### src/hw/sdram_cmd_pkg.sv
package sdram_cmd_pkg;
  // array geometry
  localparam int unsigned NUM_BANKS = 4;
  localparam int unsigned BANK_W = 2;
  localparam int unsigned ROW_W = 12;
  localparam int unsigned COL_W = 8;
  localparam int unsigned DATA_W = 32;
  localparam int unsigned ADDR_W = 12;
  // address line ten: auto precharge on column commands, all-banks on precharge
  localparam int unsigned PRECHARGE_FLAG_BIT = 10;
  // configuration word fields taken from the address lines
  localparam int unsigned BURST_FIELD_LSB = 0;
  localparam int unsigned BURST_FIELD_W = 3;
  localparam logic [2:0] BURST_LEN_1 = 3'h0;
  localparam logic [2:0] BURST_LEN_2 = 3'h1;
  localparam logic [2:0] BURST_LEN_4 = 3'h2;
  localparam logic [2:0] BURST_LEN_8 = 3'h3;
  localparam logic [2:0] BURST_LEN_PAGE = 3'h7;
  localparam logic [ADDR_W-1:0] MODE_RESET = 12'h000;
  // self-timed precharge duration
  localparam int unsigned CLK_MHZ = 125;
  localparam int unsigned PRECHARGE_NS = 20;
  localparam int unsigned PRECHARGE_CYCLES = (PRECHARGE_NS * CLK_MHZ + 999) / 1000;
  localparam int unsigned FIFO_DEPTH = 8;
  // command code {select_n, row_strobe_n, col_strobe_n, write_strobe_n}
  localparam logic [3:0] CMD_NOP = 4'h7;
  localparam logic [3:0] CMD_ACTIVATE = 4'h3;
  localparam logic [3:0] CMD_READ = 4'h5;
  localparam logic [3:0] CMD_WRITE = 4'h4;
  localparam logic [3:0] CMD_TERMINATE = 4'h6;
  localparam logic [3:0] CMD_PRECHARGE = 4'h2;
  localparam logic [3:0] CMD_REFRESH = 4'h1;
  localparam logic [3:0] CMD_LOAD_MODE = 4'h0;
  // power state of the device
  typedef enum logic [4:0] {
    PWR_RUN = 5'h01,
    PWR_IDLE_DOWN = 5'h02,
    PWR_SELF_REFRESH = 5'h04,
    PWR_ACTIVE_DOWN = 5'h08,
    PWR_SUSPEND = 5'h10
  } power_state_e;
endpackage

### src/hw/sdram_command_interface.sv
`timescale 1ns/1ps
////////////////////////////////////////////////////////////////////////////////
module sdram_command_interface #(
  parameter int unsigned DATA_W = sdram_cmd_pkg::DATA_W,
  parameter int unsigned FIFO_DEPTH = sdram_cmd_pkg::FIFO_DEPTH
) (
  // clock and reset
  input wire logic clk,
  input wire logic rst,
  // command pins from the controller
  input wire logic clock_gate,
  input wire logic select_n,
  input wire logic row_strobe_n,
  input wire logic col_strobe_n,
  input wire logic write_strobe_n,
  input wire logic [sdram_cmd_pkg::BANK_W-1:0] bank_select_lines,
  input wire logic [sdram_cmd_pkg::ADDR_W-1:0] address_lines,
  input wire logic extended_temp_option,
  // write data from the controller
  input wire logic [DATA_W-1:0] wr_data,
  // array side: one access per cycle
  output logic array_en,
  output logic array_we,
  output logic [sdram_cmd_pkg::BANK_W-1:0] array_bank,
  output logic [sdram_cmd_pkg::ROW_W-1:0] array_row,
  output logic [sdram_cmd_pkg::COL_W-1:0] array_col,
  output logic [DATA_W-1:0] array_wdata,
  input wire logic [DATA_W-1:0] array_rdata,
  // read data stream through the fifo
  output logic rd_valid,
  input wire logic rd_ready,
  output logic [DATA_W-1:0] rd_data,
  // status
  output logic [sdram_cmd_pkg::NUM_BANKS-1:0] bank_open,
  output logic [sdram_cmd_pkg::NUM_BANKS-1:0] bank_precharging,
  output logic burst_active,
  output logic [sdram_cmd_pkg::ADDR_W-1:0] burst_length_setting,
  output sdram_cmd_pkg::power_state_e power_state,
  output logic refresh_seen,
  output logic illegal_self_refresh
);
  localparam int unsigned NB = sdram_cmd_pkg::NUM_BANKS;
  localparam int unsigned BW = sdram_cmd_pkg::BANK_W;
  localparam int unsigned CW = sdram_cmd_pkg::COL_W;
  localparam int unsigned RW = sdram_cmd_pkg::ROW_W;
  localparam int unsigned AW = sdram_cmd_pkg::ADDR_W;
  localparam int unsigned PCW = 4;
  localparam logic [PCW-1:0] PRE_LOAD = PCW'(sdram_cmd_pkg::PRECHARGE_CYCLES);
  localparam int unsigned PIN_W = 5 + BW + AW + 1 + DATA_W;

  //////////////////////////////////////////////////////////////////////////////
  // pin synchronisers
  logic [PIN_W-1:0] pins_raw; // all pins packed
  logic [PIN_W-1:0] pins_sync; // after two flops
  // idle pins: gate high, strobes high
  localparam logic [PIN_W-1:0] PIN_INIT = {5'h1f, {(PIN_W-5){1'b0}}};

  assign pins_raw = {clock_gate, select_n, row_strobe_n, col_strobe_n, write_strobe_n,
                     bank_select_lines, address_lines, extended_temp_option, wr_data};

  // every pin sampled by the rising clock
  sdram_sync2 #(.WIDTH(PIN_W), .INIT(PIN_INIT)) u_sync (
    .clk(clk),
    .rst(rst),
    .d(pins_raw),
    .q(pins_sync)
  );

  wire s_gate = pins_sync[PIN_W-1];
  wire [3:0] s_cmd = pins_sync[PIN_W-2 -: 4];
  wire [BW-1:0] s_bank = pins_sync[PIN_W-6 -: BW];
  wire [AW-1:0] s_addr = pins_sync[PIN_W-6-BW -: AW];
  wire s_ext_temp = pins_sync[DATA_W];
  wire [DATA_W-1:0] s_wdata = pins_sync[DATA_W-1:0];

  //////////////////////////////////////////////////////////////////////////////
  // helpers

  // burst length in beats minus one from the setting field
  function automatic logic [CW-1:0] burst_last(input logic [2:0] code);
    unique case (code)
      sdram_cmd_pkg::BURST_LEN_1: burst_last = CW'(0);
      sdram_cmd_pkg::BURST_LEN_2: burst_last = CW'(1);
      sdram_cmd_pkg::BURST_LEN_4: burst_last = CW'(3);
      sdram_cmd_pkg::BURST_LEN_8: burst_last = CW'(7);
      default: burst_last = {CW{1'b1}}; // full page and unused codes
    endcase
  endfunction

  // one-hot bank decode
  function automatic logic [NB-1:0] bank_hot(input logic [BW-1:0] b);
    bank_hot = NB'(1) << b;
  endfunction

  //////////////////////////////////////////////////////////////////////////////
  // command decode
  logic clk_acts; // clock gate lets this edge act
  logic [3:0] cmd; // effective command
  assign clk_acts = s_gate && (power_state == sdram_cmd_pkg::PWR_RUN);
  // select high turns every command into a no-op
  assign cmd = s_cmd[3] ? sdram_cmd_pkg::CMD_NOP : s_cmd;

  wire is_act = clk_acts && (cmd == sdram_cmd_pkg::CMD_ACTIVATE);
  wire is_rd = clk_acts && (cmd == sdram_cmd_pkg::CMD_READ);
  wire is_wr = clk_acts && (cmd == sdram_cmd_pkg::CMD_WRITE);
  wire is_col = is_rd || is_wr;
  wire is_term = clk_acts && (cmd == sdram_cmd_pkg::CMD_TERMINATE);
  wire is_pre = clk_acts && (cmd == sdram_cmd_pkg::CMD_PRECHARGE);
  wire is_ref = clk_acts && (cmd == sdram_cmd_pkg::CMD_REFRESH);
  wire is_lmr = clk_acts && (cmd == sdram_cmd_pkg::CMD_LOAD_MODE);
  wire a10 = s_addr[sdram_cmd_pkg::PRECHARGE_FLAG_BIT];
  wire [NB-1:0] cmd_bank_hot = bank_hot(s_bank);
  // line ten high on precharge targets every bank
  wire [NB-1:0] pre_mask = a10 ? {NB{1'b1}} : cmd_bank_hot;

  //////////////////////////////////////////////////////////////////////////////
  // configuration register
  // load mode copies address lines into the setting word
  always_ff @(posedge clk or posedge rst) begin
    if (rst) burst_length_setting <= sdram_cmd_pkg::MODE_RESET;
    else if (is_lmr) burst_length_setting <= s_addr;
  end
  wire [2:0] bl_code =
    burst_length_setting[sdram_cmd_pkg::BURST_FIELD_LSB +: sdram_cmd_pkg::BURST_FIELD_W];

  //////////////////////////////////////////////////////////////////////////////
  // per-bank row state
  logic [RW-1:0] open_row [NB]; // latched row per bank
  logic [PCW-1:0] pre_cnt [NB]; // precharge timers
  logic [NB-1:0] burst_end_hot; // bank closed by auto precharge this cycle

  // activate, precharge and self-timed precharge for each bank
  for (genvar b = 0; b < NB; b++) begin : g_bank
    always_ff @(posedge clk or posedge rst) begin
      if (rst) begin
        open_row[b] <= '0;
        bank_open[b] <= 1'b0;
        pre_cnt[b] <= '0;
      end else if (is_act && cmd_bank_hot[b]) begin
        open_row[b] <= s_addr[RW-1:0];
        bank_open[b] <= 1'b1;
      end else if ((is_pre && pre_mask[b]) || burst_end_hot[b]) begin
        // other banks keep working meanwhile
        bank_open[b] <= 1'b0;
        pre_cnt[b] <= PRE_LOAD;
      end else if (pre_cnt[b] != '0) begin
        pre_cnt[b] <= pre_cnt[b] - 1'b1;
      end
    end
    assign bank_precharging[b] = (pre_cnt[b] != '0);
  end

  //////////////////////////////////////////////////////////////////////////////
  // burst engine
  logic [BW-1:0] burst_bank; // bank of current burst
  logic [CW-1:0] burst_col; // current column
  logic [CW-1:0] beats_left; // beats remaining minus one
  logic burst_write; // direction
  logic burst_ap; // auto precharge asked
  logic advancing; // burst continues this edge
  logic burst_done; // final beat on this edge

  assign advancing = burst_active && clk_acts && !is_col && !is_term;
  assign burst_done = advancing && (beats_left == '0);
  // single-beat column command with auto precharge
  logic ap_single; // close right after one beat
  assign ap_single = is_col && a10 && (burst_last(bl_code) == '0);
  // a one-beat burst has no advancing edge, so it closes on its own command
  assign burst_end_hot = ((burst_done && burst_ap) ? bank_hot(burst_bank) : '0)
                       | (ap_single ? cmd_bank_hot : '0);

  // a column command restarts and terminate stops; each other edge the clock gate lets act advances the counter until the last beat
  always_ff @(posedge clk or posedge rst) begin
    if (rst) begin
      burst_active <= 1'b0;
      burst_bank <= '0;
      burst_col <= '0;
      beats_left <= '0;
      burst_write <= 1'b0;
      burst_ap <= 1'b0;
    end else if (is_col) begin
      burst_active <= (burst_last(bl_code) != '0);
      burst_bank <= s_bank;
      burst_col <= s_addr[CW-1:0] + 1'b1;
      beats_left <= burst_last(bl_code) - 1'b1;
      burst_write <= is_wr;
      burst_ap <= a10;
    end else if (is_term || burst_done) begin
      burst_active <= 1'b0;
    end else if (advancing) begin
      burst_col <= burst_col + 1'b1;
      beats_left <= beats_left - 1'b1;
    end
  end

  //////////////////////////////////////////////////////////////////////////////
  // array access
  logic fifo_ready; // read path can take a word
  wire access_now = is_col || advancing;
  wire access_wr = is_col ? is_wr : burst_write;
  wire [BW-1:0] access_bank = is_col ? s_bank : burst_bank;
  wire [CW-1:0] access_col = is_col ? s_addr[CW-1:0] : burst_col;

  // array strobes are registered
  always_ff @(posedge clk or posedge rst) begin
    if (rst) begin
      array_en <= 1'b0;
      array_we <= 1'b0;
      array_bank <= '0;
      array_row <= '0;
      array_col <= '0;
      array_wdata <= '0;
    end else begin
      array_en <= access_now && (access_wr || fifo_ready);
      array_we <= access_now && access_wr;
      array_bank <= access_bank;
      array_row <= open_row[access_bank];
      array_col <= access_col;
      array_wdata <= s_wdata;
    end
  end
  logic rd_pending; // read beat returns next cycle
  always_ff @(posedge clk or posedge rst) begin
    if (rst) rd_pending <= 1'b0;
    else rd_pending <= array_en && !array_we;
  end

  // read data buffered toward the controller
  sdram_fifo #(.WIDTH(DATA_W), .DEPTH(FIFO_DEPTH)) u_rd_fifo (
    .clk(clk),
    .rst(rst),
    .in_valid(rd_pending),
    .in_ready(fifo_ready),
    .in_data(array_rdata),
    .out_valid(rd_valid),
    .out_ready(rd_ready),
    .out_data(rd_data)
  );

  //////////////////////////////////////////////////////////////////////////////
  // power states
  logic is_ref_entry; // refresh code on the synchronised pins; the gate is tested where it is used
  assign is_ref_entry = !s_cmd[3] && (s_cmd == sdram_cmd_pkg::CMD_REFRESH);
  // gate low picks state from bank status; gate high returns
  always_ff @(posedge clk or posedge rst) begin
    if (rst) begin
      power_state <= sdram_cmd_pkg::PWR_RUN;
      refresh_seen <= 1'b0;
      illegal_self_refresh <= 1'b0;
    end else begin
      refresh_seen <= is_ref;
      illegal_self_refresh <= illegal_self_refresh || (!s_gate && is_ref_entry && s_ext_temp);
      unique case (power_state)
        sdram_cmd_pkg::PWR_RUN: begin
          if (!s_gate) begin
            if (burst_active) power_state <= sdram_cmd_pkg::PWR_SUSPEND;
            else if (bank_open != '0) power_state <= sdram_cmd_pkg::PWR_ACTIVE_DOWN;
            else if (is_ref_entry && !s_ext_temp) power_state <= sdram_cmd_pkg::PWR_SELF_REFRESH;
            else power_state <= sdram_cmd_pkg::PWR_IDLE_DOWN;
          end
        end
        sdram_cmd_pkg::PWR_SUSPEND: begin
          if (s_gate) power_state <= sdram_cmd_pkg::PWR_RUN;
        end
        default: begin
          // other pins ignored; only the gate is watched
          if (s_gate) power_state <= sdram_cmd_pkg::PWR_RUN;
        end
      endcase
    end
  end
  //////////////////////////////////////////////////////////////////////////////
  // checks
  property p_select_masks;
    @(posedge clk) disable iff (rst) s_cmd[3] |-> !is_act && !is_col && !is_pre;
  endproperty
  a_select_masks: assert property (p_select_masks) else $error("command not masked");

  property p_activate_opens;
    @(posedge clk) disable iff (rst) is_act |=> bank_open[$past(s_bank)];
  endproperty
  a_activate_opens: assert property (p_activate_opens) else $error("bank not opened");

  property p_precharge_closes;
    @(posedge clk) disable iff (rst) (is_pre && a10) |=> bank_open == '0;
  endproperty
  a_precharge_closes: assert property (p_precharge_closes) else $error("all-bank close");

  property p_col_step;
    @(posedge clk) disable iff (rst) advancing |=> array_col == $past(burst_col);
  endproperty
  a_col_step: assert property (p_col_step) else $error("burst column wrong");

  property p_col_first;
    @(posedge clk) disable iff (rst) is_col |=> array_col == $past(s_addr[CW-1:0]);
  endproperty
  a_col_first: assert property (p_col_first) else $error("first column wrong");

  property p_gate_holds;
    @(posedge clk) disable iff (rst)
      (power_state == sdram_cmd_pkg::PWR_RUN && !s_gate) |=> power_state != sdram_cmd_pkg::PWR_RUN;
  endproperty
  a_gate_holds: assert property (p_gate_holds) else $error("gate low ignored");

  property p_lmr_load;
    @(posedge clk) disable iff (rst) is_lmr |=> burst_length_setting == $past(s_addr);
  endproperty
  a_lmr_load: assert property (p_lmr_load) else $error("mode not loaded");

  property p_term_stops;
    @(posedge clk) disable iff (rst) (is_term && burst_active) |=> !burst_active;
  endproperty
  a_term_stops: assert property (p_term_stops) else $error("terminate ignored");
endmodule

### src/hw/sdram_sync2.sv
`timescale 1ns/1ps
// two-flop synchroniser for pin inputs
module sdram_sync2 #(
  parameter int unsigned WIDTH = 1,
  parameter logic [WIDTH-1:0] INIT = '0
) (
  // clock and reset
  input wire logic clk,
  input wire logic rst,
  // level in and out
  input wire logic [WIDTH-1:0] d,
  output logic [WIDTH-1:0] q
);
  logic [WIDTH-1:0] meta; // first stage, read only by q

  // two stages
  always_ff @(posedge clk or posedge rst) begin
    if (rst) begin
      meta <= INIT;
      q <= INIT;
    end else begin
      meta <= d;
      q <= meta;
    end
  end
endmodule

### src/hw/sdram_fifo.sv
`timescale 1ns/1ps
// flop-based fifo with valid/ready on both sides
module sdram_fifo #(
  parameter int unsigned WIDTH = 32,
  parameter int unsigned DEPTH = 8
) (
  // clock and reset
  input wire logic clk,
  input wire logic rst,
  // fill side
  input wire logic in_valid,
  output logic in_ready,
  input wire logic [WIDTH-1:0] in_data,
  // drain side
  output logic out_valid,
  input wire logic out_ready,
  output logic [WIDTH-1:0] out_data
);
  localparam int unsigned PW = $clog2(DEPTH);
  logic [WIDTH-1:0] mem [DEPTH]; // storage
  logic [PW-1:0] wr_ptr; // write index
  logic [PW-1:0] rd_ptr; // read index
  logic [PW:0] count; // occupancy
  wire push = in_valid && in_ready;
  wire pop = out_valid && out_ready;

  // full compare at count width, so a depth of a power of two does not wrap to zero
  assign in_ready = (count != (PW+1)'(DEPTH));
  assign out_valid = (count != '0);
  assign out_data = mem[rd_ptr];

  // pointer and count update
  always_ff @(posedge clk or posedge rst) begin
    if (rst) begin
      wr_ptr <= '0;
      rd_ptr <= '0;
      count <= '0;
    end else begin
      if (push) wr_ptr <= (wr_ptr == PW'(DEPTH - 1)) ? '0 : wr_ptr + 1'b1;
      if (pop) rd_ptr <= (rd_ptr == PW'(DEPTH - 1)) ? '0 : rd_ptr + 1'b1;
      count <= count + {{PW{1'b0}}, push} - {{PW{1'b0}}, pop};
    end
  end

  // storage write
  always_ff @(posedge clk) begin
    if (push) mem[wr_ptr] <= in_data;
  end
endmodule

### config.mk
export PLATFORM = sky130hd
export DESIGN_NAME = sdram_command_interface
export DESIGN_NICKNAME = d
export VERILOG_FILES = /design/src/hw/sdram_cmd_pkg.sv /design/src/hw/sdram_command_interface.sv /design/src/hw/sdram_sync2.sv /design/src/hw/sdram_fifo.sv
export SDC_FILE = /design/constraint.sdc
export NUM_CORES = 1
export LEC_CHECK = 0
export BUFFER_PORTS_ARGS = -buffer_cell sky130_fd_sc_hd__buf_2
export CORE_MARGIN = 4
export CORE_UTILIZATION = 63
export DETAILED_ROUTE_END_ITERATION = 8
export PLACE_DENSITY = 0.88
export RECOVER_POWER = 50
export SLEW_MARGIN = 25
export SYNTH_ARGS = -nofsm -noshare
export SYNTH_HDL_FRONTEND = slang
export SYNTH_HIERARCHICAL = 1
export SYNTH_SLANG_ARGS = --single-unit
### constraint.sdc
create_clock -name clk -period 13.34 [get_ports clk]
set_input_delay 2.668 -clock clk [delete_from_list [all_inputs] [get_ports clk]]
set_output_delay 2.668 -clock clk [all_outputs]
set_load 0.005 [all_outputs]
; After elaboration in Yosys (flattened, before gate mapping)
; Memory sizes are Yosys's and may differ from the RTL's.
; Index checks and enable logic that the tools add are counted.
; Widths: inputs -> output; s select.
[classes]
reduce_logical = 75
shift = 2
eq_ne = 16
n_bitwise = 6
n_lt_le_gt_ge = 1
muxes = 46
add_sub_neg = 12
[op_table]
columns = cell, count
row1 = $mux 8, 8
row2 = $mux 4, 12
row3 = $logic_and 1x1->1, 32
row4 = $pmux 8 s4, 1
row5 = $bmux 12 s2, 1
row6 = $mux 12, 2
row7 = $reduce_bool 4->1, 6
row8 = $reduce_bool 2->1, 11
row9 = $mux 5, 4
row10 = $add 8x1->8 const B, 2
row11 = $logic_not 8->1, 2
row12 = $sub 4x1->4 const B, 4
row13 = $sub 8x1->8 const B, 2
row14 = $eq 3x3->1 const B, 5
row15 = $mux 1, 13
row16 = $eq 3x2->1 const B, 4
row17 = $mux 3, 4
row18 = $reduce_and 2->1, 6
row19 = $logic_or 1x1->1, 9
row20 = $reduce_bool 8->1, 1
row21 = $shl 1x2->4 const A, 2
row22 = $add 3x1->3 const B, 2
row23 = $eq 3x1->1 const B, 2
row24 = $logic_not 1->1, 6
row25 = 13 further kinds, 17
[word_totals]
mem_count = 1
ram_bits = 256
elab_cells = 192
input_bits = 87
regBits = 277
[mem_list]
columns = name, depth, word_bits, read_ports, rd_clocked_by_memory_dff, wr, line_no
row1 = u_rd_fifo.mem, 8, 32, 1, 0, 1, sdram_fifo.sv:20  ; logic [WIDTH-1:0] mem [DEPTH];

; Logic depth before layout (Yosys ltp)
[depth]
ltp_word = 14
depth_mapped = 15

; By module
; The synthesis kept the hierarchy.
[modules_own_cells]
columns = mod, area_each_um2, seq_area_each_um2, cells_per_inst, instances
row1 = sdram_fifo, 10237.3, 7937.6, 428, 1
row2 = sdram_command_interface, 6986.7, 4080.2, 571, 1
row3 = sdram_sync2, 2618.8, 2615.0, 105, 1

; Least setup slack after synthesis
; Ideal clock, no wire load.
[synth_timing]
kind = register to register
from = reg u_rd_fifo.count[2]
to = mem u_rd_fifo.mem[0][0], enable pin
period_less_slack_ns = 4.484
t_arrival_ns = 3.982
setup_time_ns = 0.501
path_buffers = 0
t_required_ns = 12.839
path_stages_with_launch = 6
slack_ns = 8.856
path_cell_list = dfrtp_1 -> inv_1 -> ha_1 -> or3b_1 -> nand2_1 -> nor4_1
[synth_via]
elab_chain_len = 4
[synth_rtl]
columns = item, line_no
row1 = from (decl), sdram_fifo.sv:23  ; logic [PW:0] count;
row2 = from (signal assigned), sdram_fifo.sv:41  ; count <= count + {{PW{1'b0}}, push} - {{PW{1'b0}}, pop};
row3 = $ne 4x4->1, sdram_fifo.sv:28  ; assign in_ready = (count != (PW+1)'(DEPTH));
row4 = via fifo_ready, sdram_command_interface.sv:198  ; logic fifo_ready;
row5 = $logic_and 1x1->1, sdram_fifo.sv:24  ; wire push = in_valid && in_ready;
row6 = $mux 1, sdram_fifo.sv:47  ; if (push) mem[wr_ptr] <= in_data;
row7 = $mux 1 (implied by the code), sdram_fifo.sv:47
row8 = to (decl), sdram_fifo.sv:20
; The timed path passes the listed nets, and every way through them passes these cells.

; Worst setup path in the final report
[layout_timing]
from = reg u_rd_fifo.rd_ptr[0]
to = out rd_data[1]
[layout_via]
elab_chain_len = 1
[layout_rtl]
columns = item, line_no
row1 = from (decl), sdram_fifo.sv:22  ; logic [PW-1:0] rd_ptr;
row2 = from (signal assigned), sdram_fifo.sv:40  ; if (pop) rd_ptr <= (rd_ptr == PW'(DEPTH - 1)) ? '0 : rd_ptr + 1'b1;
row3 = $mem_v2 8x32, --
row4 = to (decl), sdram_command_interface.sv:32  ; output logic [DATA_W-1:0] rd_data,
; No other way between the ends.

==> flow_results.org <==
** Place
- The count of buffers added on input and output ports is 203.
- Half-perimeter wire length of the detailed placement result :: 24.31 mm
- Routability-driven placement congestion ratio :: 0.8441

** STA
- Period utilisation layout :: 44.42%
- Tightest slew margin relative to the limit :: -62.08%
- Transition time at the pin with the least slew margin :: 2.431 ns
- Worst Hold Margin :: 0.3431 ns
- The clock period could shrink to 5.926 ns.
- The final count of hold timing violations was 0.
- Count of endpoints failing setup in the final report :: 0
- Adding up every negative setup slack in the final design gives 0 ns.
- Setup repair after global routing left no endpoint under its margin.
- For the final database, setup skew stands at 0.02378 ns.
- Final Max Tran Viols :: 174
- Based on the critical path, the design can be clocked at up to 168.7 MHz.

** Clock tree
- After clock tree synthesis, the clock-pin slew on the worst setup and hold paths is 0.07 ns.
- Clock tree synthesis inserted a total of 49 buffers.
- Count of clock tree sinks :: 533
- Post-CTS Setup Bufs :: 0
- For the worst-skew pair, the clock arrives at the later sink with an insertion delay of 0.56 ns.
- CTS H-Tree Depth :: 2
- Buffers inserted to repair hold after CTS numbered 0.
- Clock root buffer :: sky130_fd_sc_hd__clkbuf_16
- Quantity of gates resized following cts :: 0
- Buffer levels on the longest clock path :: 3
- TritonCTS built the clock tree.

** Yosys
- After synthesis the cells add up to 19,840 µm².
- During synthesis, Yosys emitted a total of 6 warnings.
- Commonest cells in the netlist :: 266 x sky130_fd_sc_hd__dfrtp_1, 256 x sky130_fd_sc_hd__edfxtp_1, 91 x sky130_fd_sc_hd__mux2_2, 77 x sky130_fd_sc_hd__nand2_1, 60 x sky130_fd_sc_hd__mux4_2
- Most area-consuming cells after synthesis :: sky130_fd_sc_hd__edfxtp_1 39%, sky130_fd_sc_hd__dfrtp_1 34%, sky130_fd_sc_hd__mux4_2 6.8%
- Among all cell types in the netlist, the one instantiated most often is sky130_fd_sc_hd__dfrtp_1.
- Counting flops with a built-in enable in the synthesized netlist gives 256.
- Part of the Yosys area used for sequential elements :: 73.74%
- Area share of the largest cell type after synthesis :: 38.74%
- Number of distinct standard cells referenced by the synthesized netlist :: 67
- Counting flops with an async set or reset pin after synthesis yields a share of 51.97%.
- By area, the combinational part of the netlist is dominated by multiplexers.
- sky130_fd_sc_hd__edfxtp_1 takes more of the synthesized area than any other cell.
- In this run the mean area of a mapped cell was 17.97 µm².
- Synthesized flop and latch total :: 533
- Summing the areas of all xor and xnor instances in the mapped netlist gives 0.5297% of the synthesized area.
- Of the total synthesized cell area, the portion taken by full adders, half adders and majority gates is 1.488%.
- Synthesized netlist net count :: 1,214
- Among all flip-flop cells after synthesis, the most frequent one is sky130_fd_sc_hd__dfrtp_1.
- Counting every instance in the synthesized netlist gives 1,104.
- Post-synthesis compound-gate area fraction :: 2.598%
- Simple-gate share of the synthesized area :: 5.139%
- Measured against the total synthesized area, the mux share comes to 14.91%.

** GRT
- Across every metal layer, demand over resource in global routing totals 24.06%.
- Via count of the first global-routing pass :: 11.26k
- GRT Residual Overflow :: 0
- Entering global routing, the biggest net connects 89 pins.
- Number of antenna violations at the first check in global routing :: 0
- First-pass GRT wire length :: 63.53 mm

** Power
- Sequential cells burn 45.7% of the power.
- Combinational Power Share :: 22.9%
- Switching part of the total power :: 27.73%
- Maximum resistive drop on vdd :: 0.1438 mV
- Cell-internal power :: 0.003310 W
- Summed over all nets, the switching power comes to 0.001270 W.
- Leakage component of the power :: 9.434 nW
- Per report_power, the clock group accounts for 31.3% of the total.
- In this run the power density over the cells is 199.8 nW/µm².

** Detailed routing
- DR iter-0 viols :: 937
- Dividing the detail-routed via count by the number of cells gives 5.951.
- Total iterations of the first detailed-routing run :: 6
- In this run the remaining antenna-violating nets after routing total 0.
- In the final routed layout, each cell accounts on average for 22.83 µm.
- Post-route DRC :: 0
- Final routed wirelength across all metal layers :: 40.48 mm
- Total vias in the final route :: 10.55k

** Finish
- Fill count :: 1,716
- The area growth from synthesis to layout is 15.54%.
- For this run, the post-layout net count is 1,446.
- Share of layout cells above drive strength 1 :: 31.40%

** Critical path
- Critical Setup Path Class :: register to output pin
- Of all nets on the critical path, the largest fanout is 35.
- Setup slack on the worst flop-to-flop path :: 9.07 ns
- Category of the worst setup path capture point :: output pin
- The worst setup path is launched from a register.
- Data on the critical path arrives at its endpoint at 3.26 ns.
- Required time of the worst setup path :: 10.67 ns
- Number of cells traversed by the worst register-to-register path :: 11

** Floorplanning
- Starting utilization of the core area :: 64.36%
- Full die area :: 34,400 µm²
- Count of boundary I/O pins :: 204
- The total area inside the core boundary comes to 30,830 µm².
- Chip Width :: 185.5 µm
- Std cell rows :: 64
- Die H :: 185.5 µm

** Run status
- Result of the run :: finished with violations
- Failing checks :: max-capacitance violations, max-slew violations

** Run
- Count of maximum capacitance violations :: 8

** Hold path
- The tightest min-delay check is of the register to register type.
- Counting instances, the worst hold path has a depth of 0.
sequential cells by signal, indices dropped and copies added, names as in the netlist, 2 cells and up:
| signal | cells |
|---|---|
| array_wdata | 32 |
| u_sync/q | 52 |
| power_state | 5 |
| u_rd_fifo/mem | 256 |
| burst_length_setting | 12 |
| beats_left | 8 |
| u_sync/meta | 52 |
| array_row | 12 |
| u_rd_fifo/count | 4 |
| u_rd_fifo/rd_ptr | 3 |
| open_row | 48 |
| array_col | 8 |
| bank_open | 4 |
| u_rd_fifo/wr_ptr | 3 |
| burst_col | 8 |
| array_bank | 2 |
| pre_cnt | 16 |
logic make-up (layout without fill, tap and decap cells):
family / after synthesis / after routing
AOI/OAI and AO/OA: 75 / 75
and+or+nand+nor: 193 / 193
buffers and inverters: 67 / 339
adders and majority gates: 23 / 23
xor gates and xnor gates: 12 / 12
DFF: 533 / 533
muxes: 201 / 201
other: 0 / 1
cells in the final DEF (no fill, tap or decap), types with 3 or more instances in the layout:
master and n:
sky130_fd_sc_hd__mux4_1 4, sky130_fd_sc_hd__nor3_1 17, sky130_fd_sc_hd__edfxtp_1 256, sky130_fd_sc_hd__clkbuf_8 6
sky130_fd_sc_hd__a22oi_1 6, sky130_fd_sc_hd__nor2_1 22, sky130_fd_sc_hd__clkinv_1 6, sky130_fd_sc_hd__dfrtp_1 264
sky130_fd_sc_hd__ha_1 22, sky130_fd_sc_hd__nand4_1 3, sky130_fd_sc_hd__nor2b_1 13, sky130_fd_sc_hd__xnor2_1 7
sky130_fd_sc_hd__mux2_2 86, sky130_fd_sc_hd__a21oi_1 12, sky130_fd_sc_hd__or3b_2 3, sky130_fd_sc_hd__a31oi_1 4
sky130_fd_sc_hd__or3_1 5, sky130_fd_sc_hd__and3_1 3, sky130_fd_sc_hd__nand3_1 11, sky130_fd_sc_hd__bufinv_16 6
sky130_fd_sc_hd__a22o_1 6, sky130_fd_sc_hd__nor4b_1 3, sky130_fd_sc_hd__nand2_1 78, sky130_fd_sc_hd__clkinv_2 7
sky130_fd_sc_hd__o21ai_0 15, sky130_fd_sc_hd__xor2_1 5, sky130_fd_sc_hd__clkbuf_1 50, sky130_fd_sc_hd__mux2i_1 41
sky130_fd_sc_hd__inv_1 25, sky130_fd_sc_hd__mux4_2 60, sky130_fd_sc_hd__a21o_1 4, sky130_fd_sc_hd__o31ai_1 12
sky130_fd_sc_hd__buf_2 168, sky130_fd_sc_hd__nor4_1 9, sky130_fd_sc_hd__dfstp_2 9, sky130_fd_sc_hd__buf_4 11
sky130_fd_sc_hd__mux2_1 8, sky130_fd_sc_hd__clkbuf_16 50, sky130_fd_sc_hd__nand2b_1 4
layer usage:
layer  vias up  GRT usage, %  part of all wire, %
met3        75         4.651                  6.3
met4         0         6.547                  2.3
met2       371         41.81                   53
met1      5481         31.69                   38
met5         -             0                    0
li1       4624             -                    -
cell type report:
cell class	instances	area (µm²)	area share (%)
Clock inverter	25	311.5	1.359
Antenna cell	1	2.502	0.01092
Timing Repair Buffer	221	1096	4.781
Clock buffer	66	1371	5.982
Tap cell	396	495.5	2.161
Multi-Input combinational cell	504	4902	21.38
Sequential cell	533	14640	63.85
Inverter	27	108.9	0.4748
per-stage QoR:
stage                     utilization, %  worst slack [ns]  power (W)  cell area [µm²]  cells
after global placement             69.17             8.078   0.003102            21320   1679
after global routing               74.35             7.184   0.004805            22920   1772
final                              74.36             7.414   0.004580            22930   1773
after CTS                          74.65             7.362   0.004624            23010   1770
after detailed placement           69.19             8.003   0.003163            21330   1679
after floorplan                        -             6.269   0.002813            19840   1104
worst paths after layout:
kind                                                 start                      endpoint
max                        u_rd_fifo/rd_ptr[0]$_DFFE_PP0P_                    rd_data[1]
min                                 u_sync/q[17]$_DFF_PP0_     array_wdata[17]$_DFF_PP0_
max reg2reg                     power_state[0]$_DFFE_PP1P_     beats_left[6]$_DFFE_PP0P_
min reg2reg                         u_sync/q[17]$_DFF_PP0_     array_wdata[17]$_DFF_PP0_
max in group asynchronous                              rst    power_state[4]$_DFFE_PP0P_
min in group asynchronous                              rst  u_rd_fifo/count[1]$_DFF_PP0_
power groups by stage:
stage / combinational, W / clock (W) / sequential (W)
after floorplan: 0.000775 / 0 / 0.00204
after global placement: 0.000997 / 0 / 0.00210
after detailed placement: 0.00104 / 0 / 0.00212
after CTS: 0.00107 / 0.00146 / 0.00210
after global routing: 0.00116 / 0.00153 / 0.00212
final: 0.00105 / 0.00143 / 0.00209
critical path, cell delays in order (launching register included):
cell and delay, ns:
sky130_fd_sc_hd__dfrtp_4 0.83, sky130_fd_sc_hd__buf_4 0.69, sky130_fd_sc_hd__mux4_1 0.67, sky130_fd_sc_hd__mux2_2 0.31, sky130_fd_sc_hd__buf_2 0.13
Power figures use the tool's default switching activity.
